File: config.mk
export PLATFORM = sky130hd
export DESIGN_NAME = swc_top
export DESIGN_NICKNAME = d
export VERILOG_FILES = /design/src/hw/swc_sync.v /design/src/hw/swc_lpo_timer.v /design/src/hw/swc_top.v
export VERILOG_INCLUDE_DIRS = /design/src /design/src/hw
export SDC_FILE = /design/constraint.sdc
export NUM_CORES = 1
export LEC_CHECK = 0
export ABC_AREA = 1
export BUFFER_PORTS_ARGS = -buffer_cell sky130_fd_sc_hd__buf_2
export CAP_MARGIN = 20
export CELL_PAD_IN_SITES_DETAIL_PLACEMENT = 1
export CELL_PAD_IN_SITES_GLOBAL_PLACEMENT = 2
export CORE_ASPECT_RATIO = 1.1
export CORE_UTILIZATION = 33
export DETAILED_ROUTE_END_ITERATION = 6
export GPL_TIMING_DRIVEN = 0
export MAX_ROUTING_LAYER = met4
export PLACE_DENSITY_LB_ADDON = 0.15
export SYNTH_ARGS = -nofsm -noshare
export SYNTH_HDL_FRONTEND = slang
export SYNTH_SLANG_ARGS = --single-unit
File: constraint.sdc
create_clock -name SYS_CLK -period 2.1 [get_ports SYS_CLK]
set_input_delay 0.21 -clock SYS_CLK [delete_from_list [all_inputs] [get_ports SYS_CLK]]
set_output_delay 0.21 -clock SYS_CLK [all_outputs]
set_load 0.03 [all_outputs]
File: src/hw/swc_consts.vh
// Register offsets, field positions, reset values and timing counts of the sleep and wake controller.
`ifndef SWC_CONSTS_VH
`define SWC_CONSTS_VH

// Register byte offsets on the APB.
`define SWC_OFF_CTRL 8'h00
`define SWC_OFF_INTERVAL 8'h04
`define SWC_OFF_EVLEN 8'h08
`define SWC_OFF_STATUS 8'h0C
`define SWC_OFF_IRQ_STAT 8'h10
`define SWC_OFF_IRQ_EN 8'h14
`define SWC_OFF_IRQ_CLR 8'h18

// Control register fields.
`define SWC_CTRL_SLEEP_EN 0
`define SWC_CTRL_WAKE_POL 1
`define SWC_CTRL_HOST_POL 2
`define SWC_CTRL_USB_MODE 3
`define SWC_CTRL_RADIO_OFF_EN 4
`define SWC_CTRL_SESSION_EN 5
`define SWC_CTRL_ALARM_EN 6
`define SWC_CTRL_HOST_ATTN 7
`define SWC_CTRL_W 8
`define SWC_CTRL_RESET 8'h00

// Interrupt status bits.
`define SWC_IRQ_HOST_WAKE 0
`define SWC_IRQ_EVENT 1
`define SWC_IRQ_SLEEP 2
`define SWC_IRQ_ALARM 3
`define SWC_IRQ_RESUME 4
`define SWC_IRQ_W 5

// Reset values of the timing registers, in low-power ticks and core cycles.
`define SWC_INTERVAL_RESET 16'h0100
`define SWC_EVLEN_RESET 16'h0040

`endif

File: src/hw/swc_sync.v
// Two flip-flop synchroniser for a group of level inputs.
`timescale 1ns/100ps
module swc_sync #(
   parameter W = 1
) (
   // Clock and reset.
   input wire clk,
   input wire rst_n,
   // Asynchronous levels in, synchronised levels out.
   input wire [W-1:0] d,
   output reg [W-1:0] q
);
   reg [W-1:0] meta_q; // First stage, read only by the second stage.

   // Two stages in series; the first is never looked at by any other logic.
   always @(posedge clk or negedge rst_n) begin
      if (!rst_n) begin
         meta_q <= {W{1'b0}};
         q <= {W{1'b0}};
      end else begin
         meta_q <= d;
         q <= meta_q;
      end
   end
endmodule // swc_sync

File: src/hw/swc_lpo_timer.v
// Reloading interval timer counted in low-power oscillator ticks.
`timescale 1ns/100ps
module swc_lpo_timer #(
   parameter CNT_W = 16
) (
   // Clock and reset.
   input wire clk,
   input wire rst_n,
   // Control.
   input wire enable,
   input wire tick,
   input wire [CNT_W-1:0] interval,
   // One-cycle pulse when the interval has run out.
   output reg expire
);
   reg [CNT_W-1:0] cnt_q; // Ticks left until expiry.

   // Count down on each tick and reload at the end; a disabled timer restarts from the full interval.
   always @(posedge clk or negedge rst_n) begin
      if (!rst_n) begin
         cnt_q <= {CNT_W{1'b0}};
         expire <= 1'b0;
      end else begin
         expire <= 1'b0;
         if (!enable) begin
            cnt_q <= interval;
         end else if (tick) begin
            if (cnt_q <= {{(CNT_W-1){1'b0}}, 1'b1}) begin
               cnt_q <= interval;
               expire <= 1'b1;
            end else begin
               cnt_q <= cnt_q - {{(CNT_W-1){1'b0}}, 1'b1};
            end
         end
      end
   end
endmodule // swc_lpo_timer

File: src/hw/swc_top.v
// Sleep and wake controller of the transceiver core with its APB register file.
`timescale 1ns/100ps
`include "swc_consts.vh"
module swc_top #(
   parameter CNT_W = 16
) (
   // Clock and reset.
   input wire SYS_CLK,
   input wire RSTN,
   // APB slave.
   input wire PSEL,
   input wire PENABLE,
   input wire PWRITE,
   input wire [7:0] PADDR,
   input wire [31:0] PWDATA,
   output reg [31:0] PRDATA,
   output reg PREADY,
   output reg PSLVERR,
   // Wake pins and oscillator.
   input wire DEVICE_WAKE_IN,
   input wire LOW_POWER_OSC,
   output reg HOST_WAKE_OUT,
   output reg REFCLK_REQUEST_OUT,
   // USB link power signalling.
   input wire USB_SUSPEND,
   input wire USB_RESUME,
   output reg USB_REMOTE_WAKE,
   // Baseband packet activity and power controls.
   input wire PKT_TX_ACTIVE,
   input wire PKT_RX_ACTIVE,
   output reg RF_TX_EN,
   output reg RF_RX_EN,
   output reg CORE_CLK_EN,
   output reg TRANSPORT_IDLE,
   output reg RADIO_OFF,
   // Interrupt.
   output reg IRQ
);

   ////////////////////////////////////////////////////////////////////////////////
   // Declarations.
   localparam [1:0] ST_AWAKE = 2'h0; // Core running, transports live.
   localparam [1:0] ST_SLEEP = 2'h1; // Core clocks gated, interval timer still counting.
   localparam [1:0] ST_EVENT = 2'h2; // Up for one scheduled event, transports still idle.
   reg [`SWC_CTRL_W-1:0] ctrl_q; // Control register.
   reg [CNT_W-1:0] interval_q; // Wake interval in oscillator ticks.
   reg [CNT_W-1:0] evlen_q; // Length of one scheduled event in core cycles.
   reg [`SWC_IRQ_W-1:0] irq_stat_q; // Sticky event bits.
   reg [`SWC_IRQ_W-1:0] irq_en_q; // Interrupt enables.
   reg [`SWC_IRQ_W-1:0] irq_set; // Events of this cycle.
   reg [1:0] state_q; // Controller state.
   reg [1:0] state_d; // Next controller state.
   reg [CNT_W-1:0] ev_cnt_q; // Core cycles left in the running event.
   reg osc_prev_q; // Oscillator level of the previous cycle for edge detection.
   reg resume_prev_q; // Resume level of the previous cycle.
   wire [2:0] sync_q; // Synchronised wake, oscillator and suspend levels.
   wire wake_lvl; // Synchronised wake pin level.
   wire osc_lvl; // Synchronised oscillator level.
   wire suspend_lvl; // Synchronised suspend level.
   wire osc_tick; // One pulse per oscillator rising edge.
   wire timer_expire; // Interval timer ran out.
   wire timer_en; // Interval timer counts.
   wire pin_wake; // Wake pin in its asserted state.
   wire wake_req; // Host wants the device awake.
   wire usb_mode; // USB link power management in use.
   wire ev_busy; // A scheduled event is running.
   wire sleep_ok; // All sleep criteria met.
   wire host_need; // Device needs the host.
   wire apb_acc; // Access phase of a transfer.
   wire wr_en; // Register write takes effect.

   // Apply the selected polarity to a pin level; pol high means active high.
   function act_level;
      input lvl;
      input pol;
      begin
         act_level = pol ? lvl : ~lvl;
      end
   endfunction

   // Tell whether an address hits a mapped register.
   function addr_hit;
      input [7:0] a;
      begin
         addr_hit = (a == `SWC_OFF_CTRL) || (a == `SWC_OFF_INTERVAL) || (a == `SWC_OFF_EVLEN) ||
            (a == `SWC_OFF_STATUS) || (a == `SWC_OFF_IRQ_STAT) || (a == `SWC_OFF_IRQ_EN) ||
            (a == `SWC_OFF_IRQ_CLR);
      end
   endfunction

   ////////////////////////////////////////////////////////////////////////////////
   // Input synchronisation.
   // Wake pin, oscillator and suspend level all pass two flip-flops before use.
   swc_sync #(
      .W(3)
   ) u_sync (
      .clk(SYS_CLK),
      .rst_n(RSTN),
      .d({USB_SUSPEND, LOW_POWER_OSC, DEVICE_WAKE_IN}),
      .q(sync_q)
   );

   assign wake_lvl = sync_q[0];
   assign osc_lvl = sync_q[1];
   assign suspend_lvl = sync_q[2];

   // Remember the previous oscillator and resume levels for edge detection.
   always @(posedge SYS_CLK or negedge RSTN) begin
      if (!RSTN) begin
         osc_prev_q <= 1'b0;
         resume_prev_q <= 1'b0;
      end else begin
         osc_prev_q <= osc_lvl;
         resume_prev_q <= USB_RESUME;
      end
   end

   assign osc_tick = osc_lvl & ~osc_prev_q;

   ////////////////////////////////////////////////////////////////////////////////
   // Wake decision.
   assign usb_mode = ctrl_q[`SWC_CTRL_USB_MODE];
   assign pin_wake = act_level(wake_lvl, ctrl_q[`SWC_CTRL_WAKE_POL]);
   // In USB mode the link suspend state stands in for the pin; the pin then only steers radio off.
   assign wake_req = usb_mode ? ~suspend_lvl : pin_wake;
   assign ev_busy = (ev_cnt_q != {CNT_W{1'b0}});
   assign host_need = ctrl_q[`SWC_CTRL_HOST_ATTN] | IRQ;
   // Removing the wake request is itself the request to sleep once sleep is enabled.
   assign sleep_ok = ctrl_q[`SWC_CTRL_SLEEP_EN] & ~wake_req & ~host_need & ~ev_busy;

   ////////////////////////////////////////////////////////////////////////////////
   // Interval timer on the low-power oscillator.
   assign timer_en = ctrl_q[`SWC_CTRL_SESSION_EN] | ctrl_q[`SWC_CTRL_ALARM_EN];

   // The timer keeps counting oscillator ticks through sleep, so sessions keep their schedule.
   swc_lpo_timer #(
      .CNT_W(CNT_W)
   ) u_timer (
      .clk(SYS_CLK),
      .rst_n(RSTN),
      .enable(timer_en),
      .tick(osc_tick),
      .interval(interval_q),
      .expire(timer_expire)
   );

   ////////////////////////////////////////////////////////////////////////////////
   // Sleep state machine.
   // Choose the next state from the wake request, the timer and the event counter.
   always @* begin
      state_d = state_q;
      case (state_q)
         ST_AWAKE: begin
            if (sleep_ok) begin
               state_d = ST_SLEEP;
            end
         end
         ST_SLEEP: begin
            if (wake_req) begin
               state_d = ST_AWAKE;
            end else if (timer_expire && ctrl_q[`SWC_CTRL_SESSION_EN]) begin
               state_d = ST_EVENT;
            end else if (timer_expire && ctrl_q[`SWC_CTRL_ALARM_EN]) begin
               state_d = ST_AWAKE;
            end
         end
         ST_EVENT: begin
            // A host wake during the event keeps the device up between later events.
            if (wake_req) begin
               state_d = ST_AWAKE;
            end else if (!ev_busy) begin
               state_d = ST_SLEEP;
            end
         end
         default: begin
            state_d = ST_AWAKE;
         end
      endcase
   end

   // Advance the state; the event counter is loaded at every scheduled event, asleep or awake.
   always @(posedge SYS_CLK or negedge RSTN) begin
      if (!RSTN) begin
         state_q <= ST_AWAKE;
         ev_cnt_q <= {CNT_W{1'b0}};
      end else begin
         state_q <= state_d;
         if (timer_expire && ctrl_q[`SWC_CTRL_SESSION_EN]) begin
            ev_cnt_q <= evlen_q;
         end else if (ev_busy) begin
            ev_cnt_q <= ev_cnt_q - {{(CNT_W-1){1'b0}}, 1'b1};
         end
      end
   end

   ////////////////////////////////////////////////////////////////////////////////
   // Power control outputs.
   // The clock, reference clock, transport and RF outputs are registered from the next state so they switch with it.
   always @(posedge SYS_CLK or negedge RSTN) begin
      if (!RSTN) begin
         CORE_CLK_EN <= 1'b1;
         REFCLK_REQUEST_OUT <= 1'b1;
         TRANSPORT_IDLE <= 1'b0;
         RADIO_OFF <= 1'b0;
         RF_TX_EN <= 1'b0;
         RF_RX_EN <= 1'b0;
         HOST_WAKE_OUT <= 1'b1;
         USB_REMOTE_WAKE <= 1'b0;
      end else begin
         CORE_CLK_EN <= (state_d != ST_SLEEP);
         REFCLK_REQUEST_OUT <= (state_d != ST_SLEEP);
         TRANSPORT_IDLE <= (state_d != ST_AWAKE);
         RADIO_OFF <= usb_mode & ctrl_q[`SWC_CTRL_RADIO_OFF_EN] & pin_wake;
         // The RF paths switch on only while a packet is actually moving.
         RF_TX_EN <= PKT_TX_ACTIVE & (state_d != ST_SLEEP) & ~RADIO_OFF;
         RF_RX_EN <= PKT_RX_ACTIVE & (state_d != ST_SLEEP) & ~RADIO_OFF;
         // The pin is held inactive in USB mode; remote wake signals the host instead.
         HOST_WAKE_OUT <= act_level(host_need & ~usb_mode, ctrl_q[`SWC_CTRL_HOST_POL]);
         USB_REMOTE_WAKE <= usb_mode & suspend_lvl & host_need;
      end
   end

   ////////////////////////////////////////////////////////////////////////////////
   // Interrupt events.
   // Collect the events of this cycle.
   always @* begin
      irq_set = {`SWC_IRQ_W{1'b0}};
      irq_set[`SWC_IRQ_HOST_WAKE] = (state_q != ST_AWAKE) && (state_d == ST_AWAKE) && wake_req;
      irq_set[`SWC_IRQ_EVENT] = timer_expire & ctrl_q[`SWC_CTRL_SESSION_EN];
      irq_set[`SWC_IRQ_SLEEP] = (state_q != ST_SLEEP) && (state_d == ST_SLEEP);
      irq_set[`SWC_IRQ_ALARM] = timer_expire & ctrl_q[`SWC_CTRL_ALARM_EN];
      irq_set[`SWC_IRQ_RESUME] = usb_mode & USB_RESUME & ~resume_prev_q;
   end

   ////////////////////////////////////////////////////////////////////////////////
   // APB register file.
   assign apb_acc = PSEL & PENABLE;
   assign wr_en = apb_acc & PREADY & PWRITE & ~PSLVERR;

   // Software registers; a new event wins over a clear of the same status bit.
   always @(posedge SYS_CLK or negedge RSTN) begin
      if (!RSTN) begin
         ctrl_q <= `SWC_CTRL_RESET;
         interval_q <= `SWC_INTERVAL_RESET;
         evlen_q <= `SWC_EVLEN_RESET;
         irq_en_q <= {`SWC_IRQ_W{1'b0}};
         irq_stat_q <= {`SWC_IRQ_W{1'b0}};
      end else begin
         if (wr_en && (PADDR == `SWC_OFF_CTRL)) begin
            ctrl_q <= PWDATA[`SWC_CTRL_W-1:0];
         end
         if (wr_en && (PADDR == `SWC_OFF_INTERVAL)) begin
            interval_q <= PWDATA[CNT_W-1:0];
         end
         if (wr_en && (PADDR == `SWC_OFF_EVLEN)) begin
            evlen_q <= PWDATA[CNT_W-1:0];
         end
         if (wr_en && (PADDR == `SWC_OFF_IRQ_EN)) begin
            irq_en_q <= PWDATA[`SWC_IRQ_W-1:0];
         end
         if (wr_en && (PADDR == `SWC_OFF_IRQ_CLR)) begin
            irq_stat_q <= (irq_stat_q & ~PWDATA[`SWC_IRQ_W-1:0]) | irq_set;
         end else begin
            irq_stat_q <= irq_stat_q | irq_set;
         end
      end
   end

   // One wait state: ready rises in the second access cycle with read data and error.
   always @(posedge SYS_CLK or negedge RSTN) begin
      if (!RSTN) begin
         PREADY <= 1'b0;
         PSLVERR <= 1'b0;
         PRDATA <= 32'h00000000;
      end else begin
         PREADY <= apb_acc & ~PREADY;
         PSLVERR <= apb_acc & ~PREADY & ~addr_hit(PADDR);
         PRDATA <= 32'h00000000;
         if (apb_acc && !PREADY && !PWRITE) begin
            case (PADDR)
               `SWC_OFF_CTRL: begin
                  PRDATA <= {{(32-`SWC_CTRL_W){1'b0}}, ctrl_q};
               end
               `SWC_OFF_INTERVAL: begin
                  PRDATA <= {{(32-CNT_W){1'b0}}, interval_q};
               end
               `SWC_OFF_EVLEN: begin
                  PRDATA <= {{(32-CNT_W){1'b0}}, evlen_q};
               end
               `SWC_OFF_STATUS: begin
                  PRDATA <= {24'h000000, RADIO_OFF, ev_busy, suspend_lvl, wake_req, pin_wake, 1'b0, state_q};
               end
               `SWC_OFF_IRQ_STAT: begin
                  PRDATA <= {{(32-`SWC_IRQ_W){1'b0}}, irq_stat_q};
               end
               `SWC_OFF_IRQ_EN: begin
                  PRDATA <= {{(32-`SWC_IRQ_W){1'b0}}, irq_en_q};
               end
               default: begin
                  PRDATA <= 32'h00000000;
               end
            endcase
         end
      end
   end

   // Level interrupt while any enabled status bit is set.
   always @(posedge SYS_CLK or negedge RSTN) begin
      if (!RSTN) begin
         IRQ <= 1'b0;
      end else begin
         IRQ <= |(irq_stat_q & irq_en_q);
      end
   end
endmodule // swc_top

# Word level (Yosys, flattened, before mapping)
# Cells that the tools add are included.
[word_totals]
ff_bits = 135
input_bits = 51
out_inout_bits = 43
word_cells = 131
[classes]
add_sub_neg = 2
magnitude_cmp = 1
n_eq_ne = 12
mux = 21
bitwise = 43
n_reduce_logical = 28
[op_table]
columns = ["op", "count"]
rows = [
  ["$pmux W16 S6", 1],
  ["$mux W16", 5],
  ["$mux W32", 1],
  ["$sub A16 B1 Y16 const B", 2],
  ["$eq A8 B5 Y1 const B", 3],
  ["$and A1 B1 Y1", 23],
  ["$eq A8 B4 Y1 const B", 2],
  ["$le A16 B1 Y1 const B", 1],
  ["$reduce_bool A16 Y1", 1],
  ["$not A1 Y1", 13],
  ["$logic_and A1 B1 Y1", 12],
  ["$mux W2", 6],
  ["$and A5 B5 Y5", 2],
  ["$or A5 B5 Y5", 2],
  ["$eq A8 B3 Y1 const B", 1],
  ["$logic_not A8 Y1", 1],
  ["$logic_or A1 B1 Y1", 6],
  ["$mux W1", 6],
  ["$pmux W2 S3", 1],
  ["$reduce_bool A2 Y1", 3],
  ["$mux W5", 1],
  ["$not A5 Y5", 1],
  ["$reduce_or A5 Y1", 1],
  ["$eq A2 B1 Y1 const B", 2],
  ["other kinds (6)", 10],
]

# Depth between registers and ports, before layout
# Gate-level depths: netlist (run 1).
[depth]
ltp_word = 14
depth_mapped = 12
ltp_nobuf = 12

# Hierarchy
# Synthesis (run 1) repeated with hierarchy kept, for this count alone.
[unflattened]
hier_cells = 759
hier_area_um2 = 6087.1
[by_module_without_submodules]
columns = ["module", "instances", "cells_each", "area_per_inst_um2", "seq_area_each_um2"]
rows = [
  ["swc_top", 1, 547, 4624.4, 2407.3],
  ["swc_lpo_timer", 1, 206, 1312.5, 425.4],
  ["swc_sync", 1, 6, 150.1, 150.1],
]

# Least setup slack after synthesis (run 1)
# OpenSTA, ideal clock, no wires.
[synth_path]
path_kind = "register to register"
from = "register u_timer.cnt_q[0]"
to = "register u_timer.cnt_q[12]"
setup_time_ns = 0.118
arrival_time_ns = 1.493
t_required_ns = 1.982
path_slack_ns = 0.489
path_stages_with_launch = 13
n_path_buf = 1
period_less_slack_ns = 1.611
cell_sequence = "dfrtp_1 > inv_1 > ha_1 > inv_1 > nand2_1 > nand2_1 > nor2_1 > nand3_2 > buf_2 > nand3_1 > nand2_1 > nand2_1 > nand2_1"
[synth_between]
elab_chain_cells = 4
elab_cells_between_ends = 5
cone_classes = "1 x add/sub; 1 x order compare; 3 x mux"
[synth_lines]
columns = ["element", "line_no", "source"]
rows = [
  ["from (decl)", "swc_lpo_timer.v:16", "reg [CNT_W-1:0] cnt_q;"],
  ["from (signal assigned)", "swc_lpo_timer.v:21", "cnt_q <= {CNT_W{1'b0}};"],
  ["from (signal assigned)", "swc_lpo_timer.v:26", "cnt_q <= interval;"],
  ["from (signal assigned)", "swc_lpo_timer.v:29", "cnt_q <= interval;"],
  ["$sub A16 B1 Y16 or $le A16 B1 Y1 (tied branches)", "swc_lpo_timer.v:32, swc_lpo_timer.v:28", ""],
  ["$mux W16 (*)", "swc_lpo_timer.v:28", "if (cnt_q <= {{(CNT_W-1){1'b0}}, 1'b1}) begin"],
  ["$mux W16 (*)", "swc_lpo_timer.v:27", "end else if (tick) begin"],
  ["$mux W16 (*)", "swc_lpo_timer.v:25", "if (!enable) begin"],
]
# Every way passes the cells marked *; elsewhere a longest branch is shown, timed or not. The select of a mux whose other input is x is not followed.
# A chain may end at the register's enable or synchronous reset.

# Worst setup path in the final report (run 1)
[layout_path]
from = "register u_timer.cnt_q[0]"
to = "register u_timer.cnt_q[1]"
# Same word-level chain as after synthesis.

==> metrics.txt, run 1 <==
R2R Setup Slk 0.15 ns; end point of the critical path u_timer.cnt_q[1]; Worst EP arrival 2.24 ns; largest net degree at the start of global routing 77; most frequent cells in the layout nand2_1, dfrtp_1, inv_1; final hold slack 0.0883 ns; measured slew at the worst slew-check pin 0.730 ns; die area 18700 µm²; worst reg-to-reg path cell count 12; H-Tree Depth 4; Row Count 51; fraction of layout cells with a size suffix above 1 0.192; top-area cell type share of the netlist area 0.481; leakage power 0.00385 µW; via count 5193; Yosys Warn Count 0; final slew viol count 0; launching point of the worst reg2reg path u_timer.cnt_q[0]; Final Power 6150 µW; buffer and inverter count on the worst path 3; Req. time, crit path 2.39 ns; Largest delay share family, worst path simple AND/OR/NAND/NOR gates; met1 wire length 8.01 mm; max cap viols 0; sequential area share after synthesis 0.499; CTS buffer count 17; Peak Freq 512 MHz; Cells after Synth 757; GRT Resource Usage Total 0.216; RSZ-0062 raised after global routing no; WL final 17.8 mm; DR pass1 iterations 4; fin crit share 0.930; dpl ws 0.0271 ns; setup ws final 0.146 ns; top post-synthesis cells by area dfrtp_1, nand2_1, inv_1; status complete, no violations; commonest non-fill, non-tap cell in the layout nand2_1; Die Span Y 143 µm; first-pass GRT wire length 28.9 mm; Worst Setup Start Kind register; Hold Violations, Final 0; WS Path Type reg -> reg; CP Capture Type register; IO Pins 94; CTS tree done; Initial Util 0.337; Die Wd 130 µm; vias in the first global route 5476; largest area contributor in the netlist dfrtp_1; synthesized cell area 5980 µm²; Seq cells post-synth 119; Worst VDD drop 0.000560 V; clock root cell clkbuf_16; Netlist cell types 37; Worst Setup SP u_timer.cnt_q[0]; clk buf depth 2; # setup viols final 0; GPL Wtd Cong 0.848; Critical-path top delay cell dfrtp_2; Final #Nets 914; ANT cells 0; register area 2980 µm²; dpl hpwl 13.5 mm; wire length per cell 16.1 µm; DRC 0; worst skew pair latency 0.42 ns; WL met2 8.77 mm; drt initial violations 257; critical-path cell list inv_1, ha_2, inv_1, nand2_1, nand2_1, nor2_1, nand3_2, nand2_4, buf_6, nand2_1, nand3_1, o21ai_1; Core Util, Final 0.412; GRT Residual Overflow 0; Critical Path Stages 12; clk_skew 0.00696 ns; Final min period 1.95 ns; area of the multi-input gates 2520 µm²; fill count 2224; RR Endpoint u_timer.cnt_q[1]; Setup TNS 0 ns; P&R area growth vs syn 22.2%; antenna-violating nets left 0; uppermost layer routed met4; Slew HR 0.511; port bufs 60; initial antenna violation count 0; TritonCTS Sinks 119; pwr dens 841 nW/µm²; most used cell, CP nand2_1; Mean Syn Cell Area 7.90 µm²; delay of the slowest cell on the worst path 0.46 ns; critical path fanouts, max 10; clk slew on worst S/H paths 0.05 ns; routed wl met3 579 µm; vias per cell 4.68; total core area 17700 µm²; HP Class in -> reg
-- layer usage --
| layer | track usage | up-vias |
|---|---|---|
| met4 | 0.0968 | 0 |
| met2 | 0.343 | 99 |
| met5 | - | - |
| met3 | 0.0345 | 34 |
| met1 | 0.271 | 2498 |
| li1 | - | 2562 |
-- layout make-up --
cell class,count,area share
timing repair buffer,69,0.0563
clock buffer,22,0.0648
inverter,87,0.0447
sequential,119,0.408
multi-input combinational,532,0.345
clock inverter,9,0.0104
buffer,34,0.0303
tap,238,0.0407
-- synthesized netlist by cell type, drive strengths merged --
master,n
xnor2,9
inv,87
ha,3
nand3b,2
a221oi,1
a22oi,6
xor2,7
conb,1
a21boi,2
buf,30
o211ai,3
dfstp,4
a21oi,11
nor2,85
nand3,44
clkbuf,4
nor3b,1
o21ai,72
nand2,249
dfrtp,115
nand4,4
o22ai,1
nor3,16
-- per-stage QoR --
step / instances / instance area (µm²)
floorplan: 772 / 6040
global route: 1110 / 7310
global placement: 1070 / 6640
detailed placement: 1071 / 6670
finish: 1110 / 7310
CTS: 1109 / 7290
-- sequential cells by signal, summed over array words and instances (netlist names), 2 cells and up --
register,count
interval_q,16
u_sync.meta_q,3
irq_stat_q,5
ev_cnt_q,16
evlen_q,16
irq_en_q,5
PRDATA,16
u_timer.cnt_q,16
ctrl_q,8
u_sync.q,3
state_q,2
-- worst register-to-register path, stage by stage (launching register included) --
cell and delay (ns):
dfrtp_2 0.46, inv_1 0.12, ha_2 0.23, inv_1 0.05
nand2_1 0.07, nand2_1 0.06, nor2_1 0.11, nand3_2 0.17
nand2_4 0.18, buf_6 0.16, nand2_1 0.09, nand3_1 0.07
o21ai_1 0.07
-- where the power goes --
part / internal [µW] / switching, µW / leakage [µW] / total, µW
Clock: 1700 / 1040 / 0.000275 / 2730
Sequential: 2470 / 139 / 0.00157 / 2610
Combinational: 315 / 491 / 0.00200 / 807
-- worst min-delay path by stage --
stage                   startpoint                to  slack [ns]  cells after the start
floorplan                     RSTN               IRQ       -0.09                      0
global placement    DEVICE_WAKE_IN  u_sync.meta_q[0]        0.32                      1
detailed placement            RSTN      ev_cnt_q[11]        0.17                      1
CTS                      PWDATA[8]     interval_q[8]        0.07                      3
global route            PWDATA[12]    interval_q[12]        0.08                      3
finish                  PWDATA[12]    interval_q[12]        0.09                      3
-- timing repair --
item,in CTS,in global routing
endpoints found under the hold margin,46,0
gates resized for setup,0,4
endpoints found under the setup margin,0,24
hold buffers,7,0
buffers inserted,0,1
-- cells by family (layout without fill, tap and decap cells) --
family,after synthesis,count (layout),synth area share
AOI/OAI and AO/OA,96,96,0.0908
DFF,119,119,0.499
buffers and inverters,121,221,0.0916
other,1,16,0.000627
adders and majority gates,3,3,0.00627
xor gates and xnor gates,16,16,0.0234
and+or+nand+nor,401,401,0.289
(Power assumes the default switching activity.)
==> run 2, diff against run 1 <==
--- a/config.mk
+++ b/config.mk
@@ -12,11 +12,12 @@
 export CELL_PAD_IN_SITES_DETAIL_PLACEMENT = 1
 export CELL_PAD_IN_SITES_GLOBAL_PLACEMENT = 2
 export CORE_ASPECT_RATIO = 1.1
-export CORE_UTILIZATION = 33
+export CORE_UTILIZATION = 36
 export DETAILED_ROUTE_END_ITERATION = 6
 export GPL_TIMING_DRIVEN = 0
 export MAX_ROUTING_LAYER = met4
 export PLACE_DENSITY_LB_ADDON = 0.15
 export SYNTH_ARGS = -nofsm -noshare
 export SYNTH_HDL_FRONTEND = slang
+export SYNTH_HIERARCHICAL = 1
 export SYNTH_SLANG_ARGS = --single-unit
==> constraint.sdc (replaced) <==
create_clock -name SYS_CLK -period 2.4 [get_ports SYS_CLK]
set_input_delay 0.24 -clock SYS_CLK [delete_from_list [all_inputs] [get_ports SYS_CLK]]
set_output_delay 0.24 -clock SYS_CLK [all_outputs]
set_load 0.03 [all_outputs]
==> metrics.txt, run 2 <==
sequential area share after synthesis 0.490 (-0.00851); GRT Residual Overflow 0 (unchanged); CP Capture Type register; top-area cell type share of the netlist area 0.473 (-0.00821); TritonCTS Sinks 119 (unchanged); Final #Nets 914 (unchanged); # setup viols final 0 (unchanged); most used cell, CP nand2_1; Peak Freq 523 MHz (+2.1%); initial antenna violation count 0 (unchanged); clk buf depth 2 (unchanged); final slew viol count 0 (unchanged); vias per cell 4.88 (+4.4%); antenna-violating nets left 0 (unchanged); Critical-path top delay cell dfrtp_1; Netlist cell types 40 (+8.1%); Final min period 1.91 ns (-0.0407 ns); wire length per cell 16.6 µm (+3.1%); port bufs 61 (+1.7%); Hold Path Sink RF_RX_EN; Initial Util 0.370 (+0.0332); Worst Setup SP u_timer/cnt_q[0]; Worst EP arrival 2.22 ns (-0.02 ns); synthesized cell area 6090 µm² (+1.7%); CTS tree done; DRC 0 (unchanged); largest net degree at the start of global routing 98 (+27%); H-Tree Depth 4 (unchanged); P&R area growth vs syn 22.8%; DR pass1 iterations 6 (+2); ys flop type dfrtp_1; max cap viols 0 (unchanged); Req. time, crit path 2.71 ns (+0.32 ns); commonest non-fill, non-tap cell in the layout nand2_1; RSZ-0062 raised after global routing no; most frequent cells in the layout nand2_1, dfrtp_1, inv_1; Worst VDD drop 0.000494 V (-12%); WS Path Type reg -> reg; launching point of the worst reg2reg path u_timer/cnt_q[0]; IO Pins 94 (unchanged); vias in the first global route 5604 (+2.3%); Worst Setup Start Kind register; Row Count 49 (-3.9%); ANT cells 0 (unchanged); final hold slack 0.0412 ns (-0.0471 ns); fraction of layout cells with a size suffix above 1 0.216 (+0.0250); RR Endpoint u_timer/cnt_q[5]; post-CTS sizing 0 (unchanged); Cells after Synth 759 (+0.26%); Setup TNS 0 ns (unchanged); Post-synth top cells nand2_1, dfrtp_1, inv_1; total core area 16400 µm² (-7.4%); delay of the slowest cell on the worst path 0.42 ns (-0.04 ns); via count 5258 (+1.3%); measured slew at the worst slew-check pin 0.796 ns (+0.0662 ns); pwr dens 801 nW/µm² (-4.7%); drt initial violations 287 (+12%); count leader, synth nand2_1; HP Class in -> reg; Die Wd 126 µm (-3.4%); R2R Setup Slk 0.49 ns (+0.34 ns); worst reg-to-reg path cell count 12 (unchanged); die area 17400 µm² (-6.6%); Die Span Y 138 µm (-3.4%); top post-synthesis cells by area dfrtp_1, nand2_1, inv_1; critical-path cell list inv_1, ha_1, inv_1, nand2_1, nand2_1, nor2_1, nand2_2, nand2_4, buf_8, nand2_1, nand3_1, o21ai_1; Slew HR 0.465 (-0.0456); dpl hpwl 13.4 mm (-0.87%); clk slew on worst S/H paths 0.06 ns (about the same); Hold Path Origin PKT_RX_ACTIVE; largest area contributor in the netlist dfrtp_1; GRT Resource Usage Total 0.227 (+0.0102); clk_skew 0.00785 ns (+0.000887 ns); Mean Syn Cell Area 8.02 µm² (+1.5%); WL final 17.8 mm (about the same); status complete, no violations; Hold Violations, Final 0 (unchanged); Yosys Warn Count 6 (+6); number of synthesized flops with an enable pin 0 (unchanged); Seq cells post-synth 119 (unchanged); leakage power 0.00386 µW (+0.25%); critical path fanouts, max 10 (unchanged); Worst Hold Depth 3 (unchanged); asr flop ratio synth 1.00 (unchanged); CTS buffer count 17 (unchanged); clock root cell clkbuf_16; worst skew pair latency 0.42 ns (about the same); GPL Wtd Cong 0.885 (+4.4%); fin crit share 0.797 (-0.133); first-pass GRT wire length 29.4 mm (+1.5%)
## run 2: timing repair
item,CTS,global route
hold buffers,5,0
buffers inserted,0,0
endpoints found under the hold margin,26,0
## run 2: per-layer routing
layer  up-vias  track usage  routed length (µm)
li1       2554            -                   -
met1      2593        0.283                8290
met2        91        0.372                8800
met3        20       0.0375                 454
met4         0       0.0761                 301
met5         -            -                   0
## run 2: through the flow
| stage | power [µW] | util | setup slack [ns] | instances | area [µm²] |
|---|---|---|---|---|---|
| 2_1_floorplan | 2810 | - | 0.841 | 774 | 6140 |
| 3_3_place_gp | 3000 | 0.408 | -0.505 | 1039 | 6700 |
| 3_5_place_dp | 3040 | 0.410 | 0.478 | 1040 | 6740 |
| 4_1_cts | 6040 | 0.455 | 0.451 | 1077 | 7480 |
| 5_1_grt | 6250 | 0.455 | 0.262 | 1077 | 7480 |
| 6_report | 5990 | 0.455 | 0.487 | 1077 | 7480 |
## run 2: cell type report
| cell class | count | area (µm²) |
|---|---|---|
| Fill cell | 2023 | 8950 |
| Clock inverter | 12 | 221 |
| Timing Repair Buffer | 67 | 389 |
| Multi-Input combinational cell | 534 | 2580 |
| Buffer | 32 | 248 |
| Inverter | 89 | 335 |
| Tap cell | 204 | 255 |
| Sequential cell | 119 | 2980 |
| Clock buffer | 20 | 467 |
## run 2: worst max-delay path, delay by kind of cell (launching register included)
family | cells | cell delay [ns]
AOI/OAI and AO/OA | 1 | 0.06
adders and majority gates | 1 | 0.27
buffers and inverters | 3 | 0.38
DFF | 1 | 0.42
and+or+nand+nor | 7 | 0.66
## run 2: worst max-delay path by stage
stage | endpoint | slack, ns | cells past startpoint
6_report | u_timer/cnt_q[5] | 0.49 | 12
5_1_grt | u_timer/cnt_q[14] | 0.26 | 12
4_1_cts | u_timer/cnt_q[5] | 0.45 | 12
3_5_place_dp | u_timer/cnt_q[5] | 0.48 | 12
3_3_place_gp | PSLVERR | -0.50 | 1
2_1_floorplan | u_timer/cnt_q[3] | 0.84 | 12
## run 2: power by group
part | switching, µW | total [µW] | internal [µW]
Clock | 955 | 2980 | 2030
Sequential | 127 | 2290 | 2160
Combinational | 447 | 724 | 277
## run 2: kinds of logic after synthesis
group / after synthesis / synth area share
compound gates: 99 / 0.0972
fa+ha+maj: 3 / 0.00617
buf+inv: 121 / 0.0958
flops: 119 / 0.490
other cells: 1 / 0.000616
simple gates: 400 / 0.287
xor+xnor: 16 / 0.0230
==> run 3, diff against run 2 <==
--- a/config.mk
+++ b/config.mk
@@ -12,7 +12,7 @@
 export CELL_PAD_IN_SITES_DETAIL_PLACEMENT = 1
 export CELL_PAD_IN_SITES_GLOBAL_PLACEMENT = 2
 export CORE_ASPECT_RATIO = 1.1
-export CORE_UTILIZATION = 36
+export CORE_UTILIZATION = 30
 export DETAILED_ROUTE_END_ITERATION = 6
 export GPL_TIMING_DRIVEN = 0
 export MAX_ROUTING_LAYER = met4
==> constraint.sdc (replaced) <==
create_clock -name SYS_CLK -period 1.7 [get_ports SYS_CLK]
set_input_delay 0.17 -clock SYS_CLK [delete_from_list [all_inputs] [get_ports SYS_CLK]]
set_output_delay 0.17 -clock SYS_CLK [all_outputs]
set_load 0.03 [all_outputs]
==> metrics.txt, run 3 (synthesized netlist as in run 2, its figures left out) <==
measured slew at the worst slew-check pin 0.812 ns (+0.0164 ns); fill count 2407 (+19%); commonest non-fill, non-tap cell in the layout nand2_1; failing checks negative setup slack; total core area 19900 µm² (+21%); GPL Wtd Cong 0.905 (+2.3%); DR pass1 iterations 4 (-2); WL final 18.7 mm (+4.8%); wire length per cell 16.4 µm (-1.2%); RSZ-0062 raised after global routing yes; Die Span Y 151 µm (+9.4%); setup ws final -0.0216 ns (-0.509 ns); Slew HR 0.454 (-0.0110); H-Tree Depth 4 (unchanged); Largest delay share family, worst path simple AND/OR/NAND/NOR gates; Peak Freq 581 MHz (+11%); CTS tree done; most used cell, CP nand2_2; leakage power 0.00395 µW (+2.5%); # setup viols final 5 (+5); CP Capture Type register; die area 20900 µm² (+20%); buffer and inverter count on the worst path 3 (unchanged); Worst Setup Start Kind register; Final #Nets 931 (+1.9%); most frequent cells in the layout nand2_1, dfrtp_1, inv_1; P&R area growth vs syn 28.3%; Final min period 1.72 ns (-0.191 ns); port bufs 61 (unchanged); TritonCTS Sinks 119 (unchanged); GRT Resource Usage Total 0.199 (-0.0274); fin crit share 1.01 (+0.216); first-pass GRT wire length 29.8 mm (+1.6%); clk slew on worst S/H paths 0.06 ns (about the same); Initial Util 0.306 (-0.0640); vias in the first global route 5462 (-2.5%); clk_skew 0.00653 ns (-0.00132 ns); worst skew pair latency 0.42 ns (about the same); Die Wd 138 µm (+9.4%); initial antenna violation count 0 (unchanged); Hold Violations, Final 0 (unchanged); max cap viols 0 (unchanged); GRT Residual Overflow 0 (unchanged); ANT cells 0 (unchanged); largest net degree at the start of global routing 86 (-12%); drt initial violations 231 (-20%); status finished, violations left; vias per cell 4.58 (-6.2%); final slew viol count 0 (unchanged); cell total after placement 1088 (+4.6%); Setup TNS -0.0515 ns (-0.0515 ns); delay of the slowest cell on the worst path 0.40 ns (-0.02 ns); fraction of layout cells with a size suffix above 1 0.260 (+0.0431); Worst EP arrival 2.03 ns (-0.19 ns); HP Class in -> reg; clock root cell clkbuf_16; IO Pins 94 (unchanged); Row Count 54 (+10%); critical-path cell list inv_2, ha_4, inv_2, nand2_2, nand2_2, nor2_4, nand2_2, nand2_4, buf_8, nand2_1, nand3_1, o21ai_1; Critical-path top delay cell dfrtp_1; Worst VDD drop 0.000739 V (+50%); clk buf depth 2 (unchanged); Req. time, crit path 2.01 ns (-0.70 ns); CTS buffer count 17 (unchanged); dpl hpwl 13.7 mm (+2.4%); antenna-violating nets left 0 (unchanged); WS Path Type reg -> reg; DRC 0 (unchanged); critical path fanouts, max 5 (-5); pwr dens 1060 nW/µm² (+32%); via count 5232 (-0.49%); fin cells 1142 (+6.0%)
[run 3: tightest hold or removal path, stage by stage]
cell and delay [ns]:
buf_2 0.10, inv_1 0.08, o21ai_1 0.07
[run 3: path summary, 6_finish.rpt]
path / from / end / slack, ns / cells after the start
worst max-delay path: u_timer/cnt_q[1] / u_timer/cnt_q[5] / -0.02 / 12
worst min register to register: u_sync/meta_q[2] / u_sync/q[2] / 0.35 / 0
worst max register to register: u_timer/cnt_q[1] / u_timer/cnt_q[5] / -0.02 / 12
worst min-delay path: PWDATA[12] / evlen_q[12] / 0.03 / 3
min in group asynchronous: RSTN / ev_cnt_q[13] / 0.22 / 2
max in group asynchronous: RSTN / u_timer/cnt_q[0] / 0.70 / 3
[run 3: what timing repair did]
action,4_1_cts,5_1_grt
gates resized for setup,12,29
endpoints found under the hold margin,40,0
pin swaps,1,16
cloned,1,2
endpoints found under the setup margin,35,37
hold buffers,7,0
setup buffers,5,7
[run 3: area by class of cell]
class	instances	area, µm²	area share
inverter	89	335	0.0429
multi-input combinational	534	2700	0.346
buffer	32	259	0.0332
tap	252	315	0.0404
sequential	119	2980	0.382
timing repair buffer	84	569	0.0729
clock inverter	13	194	0.0248
clock buffer	19	453	0.0580
[run 3: through the flow]
step	worst slack, ns	instance area [µm²]	util	total power (µW)	hold WS, ns
after global placement	-1.19	6760	0.341	4240	0.277
after CTS	0.0203	7590	0.382	8300	0.0247
final	-0.0216	7810	0.393	8270	0.0327
after floorplan	0.141	6140	-	3960	-0.126
after detailed placement	-0.230	6800	0.342	4290	0.100
after global routing	-0.104	7810	0.393	8630	0.0351
[run 3: metal layers]
metal	vias to the layer above	track usage	routed length, µm
li1	2589	-	-
met1	2549	0.259	8700
met2	77	0.317	9250
met3	17	0.0358	536
met4	0	0.0549	212
met5	-	-	0
[run 3: report_power, final]
group / total, µW / switching, µW / internal [µW]
Combinational: 1070 / 649 / 423
Sequential: 3230 / 188 / 3050
Clock: 3960 / 1420 / 2540
